--- src/hdl/sfcp_cfg.svh ---
// opcodes, field positions and counts of the serial flash command port
`ifndef SFCP_CFG_SVH
`define SFCP_CFG_SVH

// command opcodes
`define SFCP_OP_READ    8'h03
`define SFCP_OP_FREAD   8'h0B
`define SFCP_OP_SSE_A   8'hD7
`define SFCP_OP_SSE_B   8'h20
`define SFCP_OP_SE      8'hD8
`define SFCP_OP_CE      8'hC7
`define SFCP_OP_PP      8'h02
`define SFCP_OP_WREN    8'h06
`define SFCP_OP_WRDI    8'h04
`define SFCP_OP_PDOWN   8'hB9
`define SFCP_OP_RDSR    8'h05
`define SFCP_OP_WRSR    8'h01
`define SFCP_OP_RDID    8'h9F
`define SFCP_OP_RES     8'hAB

// framing
`define SFCP_BIT_TOP    3'h7
`define SFCP_BIT_ZERO   3'h0
`define SFCP_BIT_ONE    3'h1
`define SFCP_CNT_ZERO   2'h0
`define SFCP_CNT_ONE    2'h1
`define SFCP_ADDR_LAST  2'h2
`define SFCP_FDUM_LAST  2'h0
`define SFCP_IDUM_LAST  2'h2

// decoded address width, upper address bits are dropped
`define SFCP_ADDR_W     18
`define SFCP_ADDR_ONE   18'h00001

// status byte fields
`define SFCP_SR_WEN_BIT  1
`define SFCP_SR_LOCK_BIT 7

`endif

--- src/hdl/sfcp_pkg.sv ---
// types shared by the serial flash command port
package sfcp_pkg;

   typedef enum logic [2:0] {
      sfcp_st_idle    = 3'b000,
      sfcp_st_opcode  = 3'b001,
      sfcp_st_addr    = 3'b010,
      sfcp_st_dummy   = 3'b011,
      sfcp_st_data_in = 3'b100,
      sfcp_st_out     = 3'b101,
      sfcp_st_wait_cs = 3'b110,
      sfcp_st_ignore  = 3'b111
   } sfcp_state_t;

endpackage

--- src/hdl/sfcp_cmd_port.sv ---
// serial flash command port: pin sampling, opcode decode and command hand-off
`timescale 1ns/1ps
`include "sfcp_cfg.svh"
module sfcp_cmd_port
   import sfcp_pkg::*;
#(
   parameter logic [7:0] ID_MAKER = 8'h5A,  // arbitrary value
   parameter logic [7:0] ID_PART  = 8'h3C   // arbitrary value
) (
   input  wire logic                     core_clk,
   input  wire logic                     srst,
   input  wire logic                     sck,
   input  wire logic                     cs_n,
   input  wire logic                     si,
   input  wire logic                     wp_n,
   input  wire logic                     hold_n,
   input  wire logic [7:0]               rd_data,
   input  wire logic [7:0]               status_in,
   output logic                          so,
   output logic                          so_oe,
   output logic                          spi_mode3,
   output logic                          power_down,
   output logic [`SFCP_ADDR_W-1:0]       rd_addr,
   output logic [`SFCP_ADDR_W-1:0]       op_addr,
   output logic                          wren_pulse,
   output logic                          wrdis_pulse,
   output logic                          small_erase_req,
   output logic                          sector_erase_req,
   output logic                          chip_erase_req,
   output logic                          pgm_byte_valid,
   output logic [7:0]                    page_write_data,
   output logic                          pgm_commit,
   output logic                          stat_wr_req,
   output logic [7:0]                    stat_wr_data
);

   // synchronised pins, with one-cycle-old copies of the clock and select only
   logic sck_s;
   logic sck_p;
   logic cs_n_s;
   logic cs_n_p;
   logic si_s;
   logic wp_n_s;
   logic hold_n_s;

   sfcp_sync #(.RST_VAL(1'b0)) u_sync_sck (
      .core_clk (core_clk),
      .srst     (srst),
      .d        (sck),
      .q        (sck_s),
      .q_prev   (sck_p)
   );

   sfcp_sync #(.RST_VAL(1'b1)) u_sync_cs (
      .core_clk (core_clk),
      .srst     (srst),
      .d        (cs_n),
      .q        (cs_n_s),
      .q_prev   (cs_n_p)
   );

   sfcp_sync #(.RST_VAL(1'b0)) u_sync_si (
      .core_clk (core_clk),
      .srst     (srst),
      .d        (si),
      .q        (si_s),
      .q_prev   ()
   );

   sfcp_sync #(.RST_VAL(1'b1)) u_sync_wp (
      .core_clk (core_clk),
      .srst     (srst),
      .d        (wp_n),
      .q        (wp_n_s),
      .q_prev   ()
   );

   sfcp_sync #(.RST_VAL(1'b1)) u_sync_hold (
      .core_clk (core_clk),
      .srst     (srst),
      .d        (hold_n),
      .q        (hold_n_s),
      .q_prev   ()
   );

   sfcp_state_t                 state_r;
   sfcp_state_t                 state_nxt;
   logic [7:0]                  op_r;
   logic [7:0]                  in_sh_r;
   logic [7:0]                  byte_in;
   logic [2:0]                  bit_cnt_r;
   logic [1:0]                  byte_cnt_r;
   logic [`SFCP_ADDR_W-1:0]     addr_r;
   logic [2:0]                  obit_r;
   logic                        out_busy_r;
   logic                        id_sel_r;
   logic                        pgm_seen_r;
   logic [7:0]                  out_src;
   logic                        active;
   logic                        sck_rise;
   logic                        sck_fall;
   logic                        cs_fall;
   logic                        cs_rise;
   logic                        byte_done;
   logic                        end_ok;
   logic                        act_wait;
   logic                        out_load;
   logic                        out_shift;
   logic                        stat_wr_ok;

   // clock edges count only while selected and not held
   assign active   = !cs_n_s && hold_n_s;
   assign sck_rise = active && sck_s && !sck_p;
   assign sck_fall = active && !sck_s && sck_p;
   assign cs_fall  = !cs_n_s && cs_n_p;
   assign cs_rise  = cs_n_s && !cs_n_p;
   assign byte_in  = {in_sh_r[6:0], si_s};
   assign byte_done = sck_rise && (bit_cnt_r == `SFCP_BIT_ZERO);

   // a command counts only if select rises on a byte boundary
   assign end_ok   = cs_rise && (bit_cnt_r == `SFCP_BIT_TOP);
   assign act_wait = end_ok && (state_r == sfcp_st_wait_cs);

   // lock bit blocks a status write only while write-protect is low
   assign stat_wr_ok = status_in[`SFCP_SR_WEN_BIT] &&
                       !(status_in[`SFCP_SR_LOCK_BIT] && !wp_n_s);

   // state after the opcode byte
   function automatic sfcp_state_t op_next(input logic [7:0] op, input logic asleep);
      sfcp_state_t nx;
      nx = sfcp_st_ignore;
      if (asleep && (op != `SFCP_OP_RES)) begin
         nx = sfcp_st_ignore;
      end else begin
         case (op)
            `SFCP_OP_READ, `SFCP_OP_FREAD,
            `SFCP_OP_SSE_A, `SFCP_OP_SSE_B, `SFCP_OP_SE,
            `SFCP_OP_PP:   nx = sfcp_st_addr;
            `SFCP_OP_CE, `SFCP_OP_WREN, `SFCP_OP_WRDI,
            `SFCP_OP_PDOWN: nx = sfcp_st_wait_cs;
            `SFCP_OP_WRSR: nx = sfcp_st_data_in;
            `SFCP_OP_RDSR, `SFCP_OP_RDID: nx = sfcp_st_out;
            `SFCP_OP_RES:  nx = sfcp_st_dummy;
            default:       nx = sfcp_st_ignore;
         endcase
      end
      return nx;
   endfunction

   // frame sequencing; ignore swallows everything until select rises
   always_comb begin
      state_nxt = state_r;
      if (cs_n_s) begin
         state_nxt = sfcp_st_idle;
      end else if (cs_fall) begin
         state_nxt = sfcp_st_opcode;
      end else if ((state_r == sfcp_st_wait_cs) && sck_rise) begin
         state_nxt = sfcp_st_ignore;
      end else if (byte_done) begin
         case (state_r)
            sfcp_st_opcode: begin
               state_nxt = op_next(byte_in, power_down);
            end
            sfcp_st_addr: begin
               if (byte_cnt_r == `SFCP_ADDR_LAST) begin
                  case (op_r)
                     `SFCP_OP_READ:  state_nxt = sfcp_st_out;
                     `SFCP_OP_FREAD: state_nxt = sfcp_st_dummy;
                     `SFCP_OP_PP:    state_nxt = sfcp_st_data_in;
                     default:        state_nxt = sfcp_st_wait_cs;
                  endcase
               end
            end
            sfcp_st_dummy: begin
               if ((op_r == `SFCP_OP_FREAD) && (byte_cnt_r == `SFCP_FDUM_LAST)) begin
                  state_nxt = sfcp_st_out;
               end else if (byte_cnt_r == `SFCP_IDUM_LAST) begin
                  state_nxt = sfcp_st_out;
               end
            end
            sfcp_st_data_in: begin
               if (op_r == `SFCP_OP_WRSR) begin
                  state_nxt = sfcp_st_wait_cs;
               end
            end
            default: state_nxt = state_r;
         endcase
      end
   end

   always_ff @(posedge core_clk) begin
      if (srst) begin
         state_r <= sfcp_st_idle;
      end else begin
         state_r <= state_nxt;
      end
   end

   // input shifter and bit counter, restarted by every select fall
   always_ff @(posedge core_clk) begin
      if (srst || cs_fall) begin
         in_sh_r   <= '0;
         bit_cnt_r <= `SFCP_BIT_TOP;
      end else if (sck_rise) begin
         in_sh_r   <= byte_in;
         bit_cnt_r <= bit_cnt_r - `SFCP_BIT_ONE;                       // wraps to 7
      end
   end

   // byte counter within the current phase
   always_ff @(posedge core_clk) begin
      if (srst || (state_nxt != state_r)) begin
         byte_cnt_r <= `SFCP_CNT_ZERO;
      end else if (byte_done) begin
         byte_cnt_r <= byte_cnt_r + `SFCP_CNT_ONE;
      end
   end

   // opcode and address capture; high address bits fall off the top
   always_ff @(posedge core_clk) begin
      if (srst) begin
         op_r   <= '0;
         addr_r <= '0;
      end else if (byte_done && (state_r == sfcp_st_opcode)) begin
         op_r   <= byte_in;
      end else if (byte_done && (state_r == sfcp_st_addr)) begin
         addr_r <= {addr_r[`SFCP_ADDR_W-9:0], byte_in};
      end
   end

   // clock level at the select fall tells mode 3 from mode 0
   always_ff @(posedge core_clk) begin
      if (srst) begin
         spi_mode3 <= 1'b0;
      end else if (cs_fall) begin
         spi_mode3 <= sck_s;
      end
   end

   // received data bytes: page data streams out, status byte is held
   always_ff @(posedge core_clk) begin
      if (srst) begin
         pgm_byte_valid  <= 1'b0;
         page_write_data <= '0;
         stat_wr_data    <= '0;
         pgm_seen_r      <= 1'b0;
      end else begin
         pgm_byte_valid <= byte_done && (state_r == sfcp_st_data_in) &&
                           (op_r == `SFCP_OP_PP);
         if (cs_fall) begin
            pgm_seen_r <= 1'b0;
         end else if (byte_done && (state_r == sfcp_st_data_in)) begin
            if (op_r == `SFCP_OP_PP) begin
               page_write_data <= byte_in;
               pgm_seen_r      <= 1'b1;
            end else begin
               stat_wr_data    <= byte_in;
            end
         end
      end
   end

   // command hand-off pulses, issued only at a clean select rise
   always_ff @(posedge core_clk) begin
      if (srst) begin
         wren_pulse       <= 1'b0;
         wrdis_pulse      <= 1'b0;
         small_erase_req  <= 1'b0;
         sector_erase_req <= 1'b0;
         chip_erase_req   <= 1'b0;
         stat_wr_req      <= 1'b0;
         pgm_commit       <= 1'b0;
         op_addr          <= '0;
      end else begin
         wren_pulse       <= act_wait && (op_r == `SFCP_OP_WREN);
         wrdis_pulse      <= act_wait && (op_r == `SFCP_OP_WRDI);
         small_erase_req  <= act_wait && ((op_r == `SFCP_OP_SSE_A) ||
                                          (op_r == `SFCP_OP_SSE_B));
         sector_erase_req <= act_wait && (op_r == `SFCP_OP_SE);
         chip_erase_req   <= act_wait && (op_r == `SFCP_OP_CE);
         stat_wr_req      <= act_wait && (op_r == `SFCP_OP_WRSR) &&
                             stat_wr_ok;
         pgm_commit       <= end_ok && (state_r == sfcp_st_data_in) &&
                             (op_r == `SFCP_OP_PP) && pgm_seen_r;
         if (cs_rise) begin
            op_addr <= addr_r;
         end
      end
   end

   // power-down entry on B9h, exit on a lone ABh closed by select rise
   always_ff @(posedge core_clk) begin
      if (srst) begin
         power_down <= 1'b0;
      end else if (act_wait && (op_r == `SFCP_OP_PDOWN)) begin
         power_down <= 1'b1;
      end else if (end_ok && (state_r == sfcp_st_dummy) && (op_r == `SFCP_OP_RES) &&
                   (byte_cnt_r == `SFCP_CNT_ZERO)) begin
         power_down <= 1'b0;
      end
   end

   // source of each outgoing byte
   always_comb begin
      case (op_r)
         `SFCP_OP_READ, `SFCP_OP_FREAD: out_src = rd_data;
         `SFCP_OP_RDSR: out_src = status_in;
         `SFCP_OP_RDID: out_src = id_sel_r ? ID_PART : ID_MAKER;
         `SFCP_OP_RES:  out_src = ID_PART;
         default:       out_src = '0;
      endcase
   end

   assign out_load  = sck_fall && (state_r == sfcp_st_out) && (obit_r == `SFCP_BIT_ZERO);
   assign out_shift = sck_fall && (state_r == sfcp_st_out) && (obit_r != `SFCP_BIT_ZERO);

   // output bit position, id byte toggle and first-byte marker
   always_ff @(posedge core_clk) begin
      if (srst || cs_fall) begin
         obit_r     <= `SFCP_BIT_ZERO;
         out_busy_r <= 1'b0;
         id_sel_r   <= 1'b0;
      end else if (sck_fall && (state_r == sfcp_st_out)) begin
         obit_r     <= obit_r + `SFCP_BIT_ONE;
         out_busy_r <= 1'b1;
         if (out_load) begin
            id_sel_r <= !id_sel_r;
         end
      end
   end

   // read address: latched before the first byte, bumped per byte, wraps
   // on its own width; memory gets at least three cycles to answer
   always_ff @(posedge core_clk) begin
      if (srst) begin
         rd_addr <= '0;
      end else if (out_load) begin
         rd_addr <= rd_addr + `SFCP_ADDR_ONE;
      end else if (!out_busy_r) begin
         rd_addr <= addr_r;
      end
   end

   sfcp_out_shift u_out_shift (
      .core_clk (core_clk),
      .srst     (srst),
      .load     (out_load),
      .shift    (out_shift),
      .din      (out_src),
      .so       (so)
   );

   // pin driven only once data flows; released while held or deselected
   always_ff @(posedge core_clk) begin
      if (srst) begin
         so_oe <= 1'b0;
      end else begin
         so_oe <= (state_r == sfcp_st_out) && (out_busy_r || out_load) &&
                  hold_n_s && !cs_n_s;
      end
   end

endmodule

--- src/hdl/sfcp_out_shift.sv ---
// parallel-load, msb-first serialiser behind the serial output pin
`timescale 1ns/1ps
module sfcp_out_shift (
   input  wire logic       core_clk,
   input  wire logic       srst,
   input  wire logic       load,
   input  wire logic       shift,
   input  wire logic [7:0] din,
   output logic            so
);

   logic [6:0] rest_r;

   // load puts bit 7 on the pin at once; each shift brings the next bit
   always_ff @(posedge core_clk) begin
      if (srst) begin
         so     <= 1'b0;
         rest_r <= '0;
      end else if (load) begin
         {so, rest_r} <= din;
      end else if (shift) begin
         {so, rest_r} <= {rest_r, 1'b0};
      end
   end

endmodule

--- src/hdl/sfcp_sync.sv ---
// two-flop synchroniser for one pin, with a delayed copy for edge finding
`timescale 1ns/1ps
module sfcp_sync #(
   parameter logic RST_VAL = 1'b0
) (
   input  wire logic core_clk,
   input  wire logic srst,
   input  wire logic d,
   output logic      q,
   output logic      q_prev
);

   logic meta_r;

   // the first flop feeds only the second one
   always_ff @(posedge core_clk) begin
      if (srst) begin
         meta_r <= RST_VAL;
         q      <= RST_VAL;
         q_prev <= RST_VAL;
      end else begin
         meta_r <= d;
         q      <= meta_r;
         q_prev <= q;
      end
   end

endmodule

--- config.mk ---
export PLATFORM = sky130hd
export DESIGN_NAME = sfcp_cmd_port
export DESIGN_NICKNAME = d
export VERILOG_FILES = /design/src/hdl/sfcp_pkg.sv /design/src/hdl/sfcp_cmd_port.sv /design/src/hdl/sfcp_out_shift.sv /design/src/hdl/sfcp_sync.sv
export VERILOG_INCLUDE_DIRS = /design/src /design/src/hdl
export SDC_FILE = /design/constraint.sdc
export NUM_CORES = 1
export LEC_CHECK = 0
export CAP_MARGIN = 20
export CELL_PAD_IN_SITES_DETAIL_PLACEMENT = 0
export CELL_PAD_IN_SITES_GLOBAL_PLACEMENT = 1
export CORE_ASPECT_RATIO = 0.9
export CORE_MARGIN = 2
export CORE_UTILIZATION = 25
export CTS_CLUSTER_SIZE = 10
export DETAILED_ROUTE_END_ITERATION = 12
export DONT_BUFFER_PORTS = 1
export PLACE_DENSITY = 0.56
export REMOVE_ABC_BUFFERS = 1
export SYNTH_ARGS = -nofsm -noshare
export SYNTH_HDL_FRONTEND = slang
export SYNTH_HIERARCHICAL = 1
export SYNTH_SLANG_ARGS = --single-unit
--- constraint.sdc ---
create_clock -name core_clk -period 2.2 [get_ports core_clk]
set_input_delay 0.11 -clock core_clk [delete_from_list [all_inputs] [get_ports core_clk]]
set_output_delay 0.11 -clock core_clk [all_outputs]
set_load 0.01 [all_outputs]
After elaboration in Yosys (flattened, before gate mapping)

Cells that the tools add are included.

Register bits after elaboration: 130
Input port bits: 23
Output and inout port bits: 64
Logic and storage cells: 173

$add $sub $neg: 4
Eq/ne operators: 39
Muxes and demuxes: 22
Bitwise gates (word level): 3
Reductions and logical operators: 66

Operator list:

| kind                                           | number |
|---|---|
| == test 8 bit (second input constant)          | 12 |
| == test 8 x 3 -> 1 bit (second input constant) | 6 |
| logical AND 1 bit                              | 39 |
| 2-to-1 mux 18 bit                              | 2 |
| == test 8 x 2 -> 1 bit (second input constant) | 4 |
| one-hot mux 8 bit (4 select lines)             | 1 |
| 2-to-1 mux 3 bit                               | 9 |
| 2-to-1 mux 7 bit                               | 3 |
| adder 18 x 1 -> 18 bit (second input constant) | 1 |
| == test 8 x 1 -> 1 bit (second input constant) | 2 |
| == test 8 x 4 -> 1 bit (second input constant) | 2 |
| == test 8 x 6 -> 1 bit (second input constant) | 2 |
| one-hot mux 3 bit (5 select lines)             | 1 |
| == test 3 bit (second input constant)          | 4 |
| one-hot mux 3 bit (4 select lines)             | 1 |
| one-hot mux 3 bit (3 select lines)             | 1 |
| != test 8 bit (second input constant)          | 1 |
| zero test 1 bit                                | 7 |
| == test 3 x 2 -> 1 bit (second input constant) | 2 |
| zero test 3 bit                                | 2 |
| AND reduction 2 bit                            | 3 |
| AND reduction 3 bit                            | 2 |
| OR reduction 2 bit                             | 3 |
| OR reduction 6 bit                             | 1 |
| other kinds (14)                               | 23 |

Longest topological paths before layout

Gate-level depths: netlist (run 1).

Word-level depth: 11
Gate-level depth with buffers: 10
Depth with buffers taken out: 9

Cells and area by module

Netlist (run 1), hierarchy kept.

Modules (own cells, without submodules):

| module         | times used | cells an instance | area an instance (um^2) | sequential area each (um^2) |
|---|---|---|---|---|
| sfcp_cmd_port  | 1          | 646               | 5143.7                  | 2202.1 |
| sfcp_sync      | 5          | 6                 | 78.8                    | 60.1 |
| sfcp_out_shift | 1          | 35                | 369.1                   | 160.2 |

Worst setup path before layout (run 1)

Ideal clock, no wire load.

Path type: reg2reg
Start point: register op_r[4]
End point: register byte_cnt_r[0]
Library setup time: 0.120 ns
Arrival time: 1.854 ns
Required time: 2.080 ns
Slack: 0.226 ns
Cell stages (with the launch flop): 9
Buffers on the path: 1
Clock period less this slack: 1.974 ns
Path through: dfxtp_1 buf_6 or4_4 nor3_4 nand4_1 a211oi_1 a21oi_1 nand4bb_1 nor3_1

Word-level cells in the longest chain between the ends: 10
Elaborated cells between the ends (all ways): 16
Classes of those cells: eq/ne: 5; mux: 9; reduce/logical: 2

Ends and longest elaborated chain:

| what                                                                           | RTL line                                   | RTL |
|---|---|---|
| start, declared                                                                | sfcp_cmd_port.sv:88                        | `logic [7:0] op_r;` |
| start signal, assigned                                                         | sfcp_cmd_port.sv:225                       | `op_r <= byte_in;` |
| == test 8 x 2 -> 1 bit / == test 8 x 4 -> 1 bit (equally long branches)        | sfcp_cmd_port.sv:166                       | `case (op_r)` |
| one-hot mux 3 bit (3 select lines) / logical AND 1 bit (equally long branches) | sfcp_cmd_port.sv:166, sfcp_cmd_port.sv:175 |  |
| 2-to-1 mux 3 bit (on tied branches)                                            | sfcp_cmd_port.sv:165, sfcp_cmd_port.sv:175 |  |
| one-hot mux 3 bit (4 select lines) (*)                                         | sfcp_cmd_port.sv:160                       | `case (state_r)` |
| 2-to-1 mux 3 bit (*)                                                           | sfcp_cmd_port.sv:159                       | `end else if (byte_done) begin` |
| 2-to-1 mux 3 bit (*)                                                           | sfcp_cmd_port.sv:157                       | `end else if ((state_r == sfcp_st_wait_cs) && sck_rise) begin` |
| 2-to-1 mux 3 bit (*)                                                           | sfcp_cmd_port.sv:155                       | `end else if (cs_fall) begin` |
| 2-to-1 mux 3 bit (*)                                                           | sfcp_cmd_port.sv:153                       | `if (cs_n_s) begin` |
| != test 3 bit (*)                                                              | sfcp_cmd_port.sv:212                       | `if (srst \|\| (state_nxt != state_r)) begin` |
| logical OR 1 bit (*)                                                           | sfcp_cmd_port.sv:212                       |  |
| end signal, assigned                                                           | sfcp_cmd_port.sv:213                       | `` byte_cnt_r <= `SFCP_CNT_ZERO; `` |
| end signal, assigned                                                           | sfcp_cmd_port.sv:215                       | `` byte_cnt_r <= byte_cnt_r + `SFCP_CNT_ONE; `` |
| end, declared                                                                  | sfcp_cmd_port.sv:92                        | `logic [1:0] byte_cnt_r;` |

Every way passes the cells marked *; elsewhere a longest branch is shown, timed or not.
A chain may end at the register's enable or synchronous reset.

Final worst setup path (run 1)

Start point: register op_r[4]
End point: register byte_cnt_r[1]

The elaborated chain is that of the path after synthesis.

==> results of run 1 <==
routing by layer:
metal / GRT usage (%) / wire length [um] / part of all wire (%)
met1: 18.88 / 8242 / 48
met2: 22.13 / 7683 / 45
met5: 0 / 0 / 0
met3: 4.115 / 971 / 5.7
met4: 3.522 / 120 / 0.71
registers in the layout, summed over array words and instances, names as in the netlist, 2 cells and up:
| name | cells |
|---|---|
| op_r | 8 |
| page_write_data | 8 |
| byte_cnt_r | 2 |
| obit_r | 3 |
| rd_addr | 18 |
| op_addr | 18 |
| u_out_shift/rest_r | 7 |
| state_r | 3 |
| in_sh_r | 7 |
| addr_r | 18 |
| bit_cnt_r | 3 |
| stat_wr_data | 8 |
power groups by stage:
stage | sequential, mW | combinational (mW) | clock [mW]
global placement | 2.42 | 0.0605 | 0
global route | 2.37 | 0.119 | 3.09
detailed placement | 2.42 | 0.0611 | 0
finish | 2.37 | 0.108 | 2.92
floorplan | 2.42 | 0.0353 | 0
CTS | 2.37 | 0.110 | 2.98
tightest hold or removal path, delay by kind of cell:
family          cells  cell delay [ns]
compound gates      2             0.22
simple gates        1             0.05
stage by stage:
stage,worst slack (ns),TNS [ns],util [%]
6_report,0.1380,0,31.30
3_5_place_dp,0.0001406,0,28.05
4_1_cts,0.007827,0,31.15
3_3_place_gp,0.1044,0,28.05
5_1_grt,-0.001557,-0.001557,31.30
2_1_floorplan,-0.2704,-3.097,-
area by class of cell:
type	count	area (um^2)
multi-input combinational	513	2953
tap	297	371.6
fill	2410	15600
inverter	18	67.56
sequential	130	2605
timing repair buffer	62	503.0
clock inverter	15	182.7
clock buffer	17	425.4
what timing repair did:
item / 4_1_cts / 5_1_grt
endpoints found under the hold margin: 112 / 0
hold buffers: 8 / 0
setup buffers: 0 / 3
gates resized for setup: 0 / 6
setup endpoints to repair: 0 / 47
cell usage in the layout (no fill, tap or decap), drive strengths merged, types with 3 or more instances in the layout:
cell type,count
nand2,137
or2,10
nand3,24
inv,21
a21oi,87
nor3b,3
and3,8
buf,55
nand2b,8
xor2,3
xnor2,3
clkbuf,17
nor3,17
and4,3
nor4b,6
clkinv,6
a31oi,4
nand4,11
nor2b,20
nand4b,3
dfxtp,130
and2,3
a2bb2oi,3
a221o,4
dlygate4sd3,7
clkinvlp,3
ha,8
a211o,3
nor2,48
bufinv,3
mux2i,26
or4,4
a211oi,14
nor4,9
o211ai,5
o21ai,12
worst min-delay path by stage:
stage	slack (ns)	endpoint	cells after the start	start
global placement	0.19	rd_addr[9]$_SDFFE_PP0P_	1	srst
finish	0.01	u_out_shift/rest_r[0]$_SDFFE_PP0P_	3	status_in[0]
detailed placement	0.20	rd_addr[15]$_SDFFE_PP0P_	1	srst
global route	0.05	u_out_shift/rest_r[0]$_SDFFE_PP0P_	3	status_in[0]
CTS	0.01	u_out_shift/rest_r[0]$_SDFFE_PP0P_	3	status_in[0]
floorplan	0.18	addr_r[0]$_SDFFE_PP0P_	1	srst
==> flow_summary.json, run 1 <==
{
  "grtUsageTotal_pct": 14.06,
  "cts_buffers": 17,
  "insertedDiodeCount": 0,
  "power_mw": 5.394,
  "clk_path_buf_depth": 2,
  "die_h_um": 148.9,
  "critPathSlowestCell": "or4_4",
  "ant_nets": 0,
  "relSlewSlack_pct": 67.60,
  "grt_start_max_net_pins": 109,
  "final_hold_viol_count": 0,
  "syn_avg_cell_area_um2": 8.267,
  "num_vias": 5048,
  "worstRegToRegCells": 7,
  "io_buffers": 0,
  "finalSetupViolCount": 0,
  "sequentialPowerShare_pct": 43.9,
  "status": "complete, no violations",
  "clk_latency_ns": 0.42,
  "power.internal_mw": 4.195,
  "placed_cell_area_um2": 6369,
  "drt-pass1-iter-count": 4,
  "area_delta_synth_final_pct": 21.96,
  "fin_cells": 1052,
  "synthCells": 705,
  "yosysWarnings": 6,
  "drtIter0Drc": 302,
  "p_comb_share_pct": 2.0,
  "net-switching-power_mw": 1.199,
  "max_stage_delay_ns": 0.57,
  "rows": 52,
  "p_leak_nw": 2.517,
  "antenna_found_initial": 1,
  "nets": 773,
  "path_buf_inv": 0,
  "globalplace.congestion": 0.8008,
  "cp_max_fo": 5,
  "crit_path_start_kind": "register",
  "criticalPathCategory": "register to register",
  "syn_area_um2": 5828,
  "post-route-drc-count": 0,
  "drive_gt1_share_pct": 14.04,
  "swShare_pct": 22.24,
  "p_per_area_nw_per_um2": 758.8,
  "r2r-start": "op_r[4]$_SDFFE_PP0P_",
  "cts_sinks": 130,
  "fp.dieArea_um2": 24550,
  "max_cap_viol_count": 0,
  "timing.final.crit_share_pct": 93.73,
  "grt_pass1_wl_um": 26920,
  "cp_top_family": "simple AND/OR/NAND/NOR gates",
  "place_hpwl_um": 11910,
  "worst_pin_slew_ns": 0.4792,
  "cp-startpoint": "op_r[4]$_SDFFE_PP0P_",
  "peakVddDrop_v": 0.0004214,
  "power_frac_clock_pct": 54.1,
  "cp-end-kind": "register",
  "cts_tree": "yes",
  "fin_area_um2": 7108,
  "cp.required_ns": 2.54,
  "path_clk_slew_ns": 0.06,
  "drv_slew": 0,
  "post_drt_wl_per_cell_um": 16.18,
  "cp_num_cells": 7,
  "worstReg2RegEnd": "byte_cnt_r[1]$_SDFFE_PP0P_",
  "r2r_slack_ns": 0.14,
  "ios": 87,
  "drt_wl_total_um": 17020,
  "min_path_type": "primary input to register",
  "start_util_pct": 25.67,
  "arrival_ns": 2.40,
  "root_buffer": "clkbuf_16",
  "endpoint": "byte_cnt_r[1]$_SDFFE_PP0P_",
  "dp.cells": 1009,
  "viasPerCell": 4.798,
  "worstPathCellList": "or4_4 > o41ai_2 > o2111ai_1 > o21ai_1 > nand2_1 > xor2_1 > nor3_1",
  "skew_ns": 0.01134,
  "first_global_vias": 4903,
  "finalCriticalPeriod_ns": 2.062,
  "core_area_um2": 22710,
  "fmax_mhz": 485.0,
  "hold-worst-slack_ns": 0.01431,
  "die_x_um": 164.9,
  "htreeDepth": 4,
  "gr-total-overflow": 0
}
No activity file was read; power rests on OpenSTA's default activity.
==> run 2, diff against run 1 <==
==> constraint.sdc (replaced) <==
create_clock -name core_clk -period 2.2 [get_ports core_clk]
set_input_delay 0.44 -clock core_clk [delete_from_list [all_inputs] [get_ports core_clk]]
set_output_delay 0.44 -clock core_clk [all_outputs]
set_load 0.01 [all_outputs]
==> run 2 against run 1 <==
Compared with the run above:
- maximum frequency shrank 0.42%
- clock power decreased by 1%
- combinational power is 44% lower
- wire length is 2.3% lower
- core utilization is 0.54 points lower
- hold slack improved by 0.073 ns
- highest routed layer unchanged
- sequential power hardly changed
- clock skew down 0.0053 ns
- total power down 1.5%
- setup slack lost 0.0087 ns
- register-to-register slack barely moved
- critical path type unchanged
==> flow_summary.json, run 2 (same netlist as run 1, synthesis figures left out) <==
{
  "start_util_pct": 25.67,
  "p_per_area_nw_per_um2": 760.7,
  "p_leak_nw": 2.458,
  "drive_gt1_share_pct": 13.69,
  "cp.required_ns": 2.55,
  "clk_path_buf_depth": 2,
  "fin_setup_tns_ns": 0,
  "fp.dieArea_um2": 24550,
  "worstReg2RegEnd": "byte_cnt_r[1]$_SDFFE_PP0P_",
  "core_area_um2": 22710,
  "fin_area_um2": 6985,
  "drt_wl_total_um": 16620,
  "cts_tree": "yes",
  "viasPerCell": 4.856,
  "final_hold_viol_count": 0,
  "cts_sinks": 130,
  "criticalPathCategory": "register to register",
  "hold_buffers": 0,
  "worst_hold_path.endpoint": "rd_addr[15]$_SDFFE_PP0P_",
  "drv_slew": 0,
  "min_path_type": "primary input to register",
  "grtUsageTotal_pct": 13.84,
  "clk_latency_ns": 0.42,
  "whs_path_depth": 1,
  "crit_path_start_kind": "register",
  "cp_max_fo": 8,
  "max_cap_viol_count": 0,
  "ant_nets": 0,
  "met3_usage_pct": 3.920,
  "timing.final.crit_share_pct": 94.12,
  "drt-pass1-iter-count": 5,
  "io_buffers": 0,
  "peakVddDrop_v": 0.0003897,
  "relSlewSlack_pct": 67.47,
  "drtIter0Drc": 418,
  "status": "complete, no violations",
  "hp-start": "srst",
  "die_x_um": 164.9,
  "fmax_mhz": 482.9,
  "layout_commonest_cell": "nand2_1",
  "worst_pin_slew_ns": 0.4811,
  "final_cell_mix": "nand2_1 (137), dfxtp_1 (128), a21oi_1 (87)",
  "ios": 87,
  "finalCriticalPeriod_ns": 2.071,
  "nets": 763,
  "placed_cell_area_um2": 6361,
  "root_buffer": "clkbuf_16",
  "num_vias": 5060,
  "area_delta_synth_final_pct": 19.86,
  "post-route-drc-count": 0,
  "htreeDepth": 4,
  "grt_start_max_net_pins": 111,
  "rows": 52,
  "first_global_vias": 4845,
  "gr-total-overflow": 0,
  "cts_buffers": 17,
  "met1_usage_pct": 18.51,
  "grt_pass1_wl_um": 26480,
  "globalplace.congestion": 0.8039,
  "path_clk_slew_ns": 0.07,
  "antenna_found_initial": 0,
  "num-fill-cells": 2392,
  "cp-end-kind": "register",
  "grtUsageMet2_pct": 21.59,
  "top_regs": "addr_r x18, op_addr x18, rd_addr x18",
  "skew_ns": 0.006080,
  "finalSetupViolCount": 0,
  "power_mw": 5.314,
  "insertedDiodeCount": 0,
  "r2r-start": "op_r[5]$_SDFFE_PP0P_",
  "die_h_um": 148.9,
  "post_drt_wl_per_cell_um": 15.95,
  "worstRegToRegCells": 7,
  "r2r_slack_ns": 0.13,
  "arrival_ns": 2.42,
  "place_hpwl_um": 11900,
  "grt-busiest-layer": "met2"
}
run 2: worst max-delay path, stage by stage (launching register included):
cell and delay (ns):
dfxtp_1 0.39, or4_4 0.55, o41ai_2 0.31, o2111ai_1 0.15
o21ai_1 0.19, nand2_1 0.09, xor2_1 0.15, nor3_1 0.17
run 2: layout make-up:
class | instances | area [um^2] | area share, %
Clock buffer | 17 | 425.4 | 6.090
Clock inverter | 15 | 172.7 | 2.472
Tap cell | 297 | 371.6 | 5.320
Inverter | 18 | 67.56 | 0.9672
Timing Repair Buffer | 52 | 390.4 | 5.588
Sequential cell | 130 | 2605 | 37.29
Multi-Input combinational cell | 513 | 2953 | 42.27
run 2: worst max path at each step:
stage | endpoint | from
finish | byte_cnt_r[1]$_SDFFE_PP0P_ | op_r[5]$_SDFFE_PP0P_
global route | rd_addr[10]$_SDFFE_PP0P_ | u_sync_cs/q$_SDFF_PP1_
CTS | page_write_data[7]$_SDFFE_PP0P_ | bit_cnt_r[0]$_SDFFE_PP1P_
detailed placement | page_write_data[7]$_SDFFE_PP0P_ | bit_cnt_r[0]$_SDFFE_PP1P_
global placement | byte_cnt_r[0]$_SDFFE_PP0P_ | op_r[4]$_SDFFE_PP0P_
floorplan | rd_addr[16]$_SDFFE_PP0P_ | state_r[0]$_SDFF_PP0_
run 2: what timing repair did:
| item | 4_1_cts | 5_1_grt |
|---|---|---|
| buffers inserted | 0 | 2 |
| setup endpoints to repair | 0 | 45 |
| resized for setup | 0 | 5 |
| endpoints found under the hold margin | 0 | 0 |
run 2: layer usage:
metal	up-vias	wire length, um	part of all wire [%]
li1	2523	-	-
met1	2396	7929	48
met2	128	7565	46
met3	13	983	5.9
met4	0	142	0.85
met5	-	0	0
run 2: per-stage QoR:
stage	instances	util, %	hold WS, ns	setup WS, ns
final	1042	30.76	0.08699	0.1293
after global routing	1042	30.76	0.08161	-0.001002
after CTS	1040	30.65	0.07109	0.01443
after detailed placement	1008	28.01	0.3986	0.03815
after global placement	1008	28.01	0.3914	0.1043
after floorplan	661	-	0.3854	-0.2704
run 2: power breakdown:
part	switching [mW]	internal, mW	total (mW)	leakage [nW]
sequential	0.00548	2.36	2.37	1.05
combinational	0.0373	0.0230	0.0603	1.12
clock	1.19	1.70	2.88	0.283
==> run 3, diff against run 2 <==
--- a/config.mk
+++ b/config.mk
@@ -6,6 +6,7 @@
 export SDC_FILE = /design/constraint.sdc
 export NUM_CORES = 1
 export LEC_CHECK = 0
+export ABC_AREA = 1
 export CAP_MARGIN = 20
 export CELL_PAD_IN_SITES_DETAIL_PLACEMENT = 0
 export CELL_PAD_IN_SITES_GLOBAL_PLACEMENT = 1
@@ -15,7 +16,7 @@
 export CTS_CLUSTER_SIZE = 10
 export DETAILED_ROUTE_END_ITERATION = 12
 export DONT_BUFFER_PORTS = 1
-export PLACE_DENSITY = 0.56
+export PLACE_DENSITY = 0.58
 export REMOVE_ABC_BUFFERS = 1
 export SYNTH_ARGS = -nofsm -noshare
 export SYNTH_HDL_FRONTEND = slang
==> run 3 against run 2 <==
Compared with the run above:
- the run now ends with design-rule violations left
- maximum frequency up 4.4%
- sequential share of layout area down 0.68 points
- sequential power about the same
- largest cell class unchanged
- critical path depth up 3
- synthesized cell count up 21%
- die area up 2.7%
- cell count up 15%
- setup slack better by 0.088 ns
- core utilization down 0.41 points
==> flow_summary.json, run 3 <==
{
  "status": "finished with violations",
  "sequentialPowerShare_pct": 44.7,
  "syn_area_um2": 5992,
  "io_buffers": 0,
  "clk_path_buf_depth": 2,
  "met1_usage_pct": 18.53,
  "htreeDepth": 4,
  "num_vias": 5435,
  "power_frac_clock_pct": 53.3,
  "cp-startpoint": "state_r[0]$_SDFF_PP0_",
  "cp-end-kind": "register",
  "net-switching-power_mw": 1.245,
  "power.internal_mw": 4.123,
  "drtIter0Drc": 375,
  "post-route-drc-count": 8,
  "p_per_area_nw_per_um2": 753.3,
  "post_cts_buffers": 0,
  "relSlewSlack_pct": 59.96,
  "die_x_um": 167.2,
  "max_cap_viol_count": 0,
  "synthCells": 851,
  "layout_commonest_cell": "nand2_1",
  "core_area_um2": 23480,
  "yosysWarnings": 6,
  "violations": "design-rule violations",
  "met3_usage_pct": 4.181,
  "globalplace.congestion": 0.8213,
  "grt-busiest-layer": "met2",
  "crit_path_start_kind": "register",
  "clk_latency_ns": 0.42,
  "critPathSlowestCell": "dfxtp_1",
  "timing.final.crit_share_pct": 90.14,
  "grt_pass1_wl_um": 28400,
  "cts_buffers": 17,
  "worstReg2RegEnd": "rd_addr[5]$_SDFFE_PP0P_",
  "cp_max_fo": 6,
  "ios": 87,
  "gr-total-overflow": 0,
  "worstPathCellList": "nand3_1 > nor2_2 > inv_1 > nor3_1 > buf_4 > nand2_1 > inv_1 > buf_4 > nand3_1 > a31oi_1",
  "grt_setup_unrepaired": "no",
  "grt_start_max_net_pins": 36,
  "final_cell_mix": "nand2_1 (160), nor2_1 (130), dfxtp_1 (125)",
  "hold_buffers": 0,
  "max_stage_delay_ns": 0.44,
  "finalSetupViolCount": 0,
  "antenna_found_initial": 0,
  "fp.dieArea_um2": 25220,
  "insertedDiodeCount": 0,
  "fmax_mhz": 504.3,
  "r2r_slack_ns": 0.22,
  "nets": 912,
  "finalCriticalPeriod_ns": 1.983,
  "peakVddDrop_v": 0.0004637,
  "swShare_pct": 23.20,
  "root_buffer": "clkbuf_16",
  "worstRegToRegCells": 10,
  "die_h_um": 150.9,
  "first_global_vias": 5194,
  "start_util_pct": 25.52,
  "arrival_ns": 2.32,
  "criticalPathCategory": "register to register",
  "final_hold_viol_count": 0,
  "fin_setup_tns_ns": 0,
  "syn_avg_cell_area_um2": 7.041,
  "path_clk_slew_ns": 0.06,
  "fin_area_um2": 7126,
  "drt_wl_total_um": 18180,
  "p_comb_share_pct": 2.0,
  "placed_cell_area_um2": 6524,
  "skew_ns": 0.01667,
  "drt-pass1-iter-count": 9,
  "rows": 53,
  "viasPerCell": 4.544,
  "top_regs": "addr_r x18, op_addr x18, rd_addr x18",
  "cts_sinks": 130,
  "grtUsageMet2_pct": 24.21,
  "ant_nets": 0,
  "area_delta_synth_final_pct": 18.92,
  "drive_gt1_share_pct": 13.31,
  "r2r-start": "state_r[0]$_SDFF_PP0_",
  "cp.required_ns": 2.54,
  "endpoint": "rd_addr[5]$_SDFFE_PP0P_",
  "grtUsageTotal_pct": 14.59,
  "place_hpwl_um": 13310,
  "cts_tree": "yes",
  "p_leak_nw": 3.038,
  "post_drt_wl_per_cell_um": 15.20,
  "drv_slew": 0,
  "worst_pin_slew_ns": 0.5951,
  "min_path_type": "primary input to register"
}
## run 3: changes by cell type in the layout (fill, tap and decap cells not counted), moves of 13 or more
cell      delta
a211oi_1    -13
nand3_1     +20
nand2_1     +23
inv_2       +19
a21oi_1     -25
nor2_1      +85
inv_1       +83
o21ai_0     +62
nor2b_1     -20
mux2i_1     -26
buf_4       -15
## run 3: worst min path at each step
stage / start / to / cells after the start / slack, ns
floorplan: u_sync_cs/meta_r$_SDFF_PP1_ / u_sync_cs/q$_SDFF_PP1_ / 2 / 0.39
detailed placement: u_sync_cs/meta_r$_SDFF_PP1_ / u_sync_cs/q$_SDFF_PP1_ / 2 / 0.39
global route: srst / u_sync_si/q$_SDFF_PP0_ / 1 / 0.07
global placement: u_sync_cs/meta_r$_SDFF_PP1_ / u_sync_cs/q$_SDFF_PP1_ / 2 / 0.39
finish: srst / u_sync_si/q$_SDFF_PP0_ / 1 / 0.08
CTS: srst / u_sync_si/q$_SDFF_PP0_ / 1 / 0.07
## run 3: stage by stage
stage	hold slack [ns]	cells	util [%]	total power [mW]	worst slack (ns)
5_1_grt	0.06875	1196	30.35	5.581	0.03262
6_report	0.08256	1196	30.35	5.368	0.2169
3_3_place_gp	0.3922	1164	27.79	2.559	0.1588
4_1_cts	0.07242	1196	30.32	5.457	0.1767
2_1_floorplan	0.3856	825	-	2.516	0.09476
3_5_place_dp	0.3919	1164	27.79	2.560	0.1984
## run 3: power by group through the flow
stage	Clock [mW]	Sequential, mW	Combinational (mW)
after CTS	2.95	2.40	0.110
after global routing	3.06	2.40	0.125
after detailed placement	0	2.45	0.109
final	2.86	2.40	0.107
after floorplan	0	2.45	0.0705
after global placement	0	2.45	0.109
## run 3: timing repair
| item | in CTS | in global routing |
|---|---|---|
| resized for setup | 0 | 7 |
| endpoints found under the setup margin | 0 | 2 |
| hold endpoints to repair | 0 | 0 |
## run 3: metal layers
layer	vias to the layer above	wire length [um]	part of all wire [%]
met5	-	0	0
met4	0	155	0.85
li1	2817	-	-
met3	8	846	4.7
met1	2530	8624	47
met2	80	8550	47
## run 3: layout make-up
class / count / area, um^2
clock buffer: 18 / 439.2
clock inverter: 14 / 153.9
fill: 2630 / 16350
inverter: 122 / 460.4
multi-input combinational: 573 / 2808
sequential: 130 / 2609
tap: 302 / 377.9
timing repair buffer: 37 / 277.8
## run 3: critical path, delay by kind of cell, from the launching register on
kind,cells,cell delay [ns]
compound gates,1,0.17
buf+inv,4,0.52
flops,1,0.44
simple gates,5,0.77
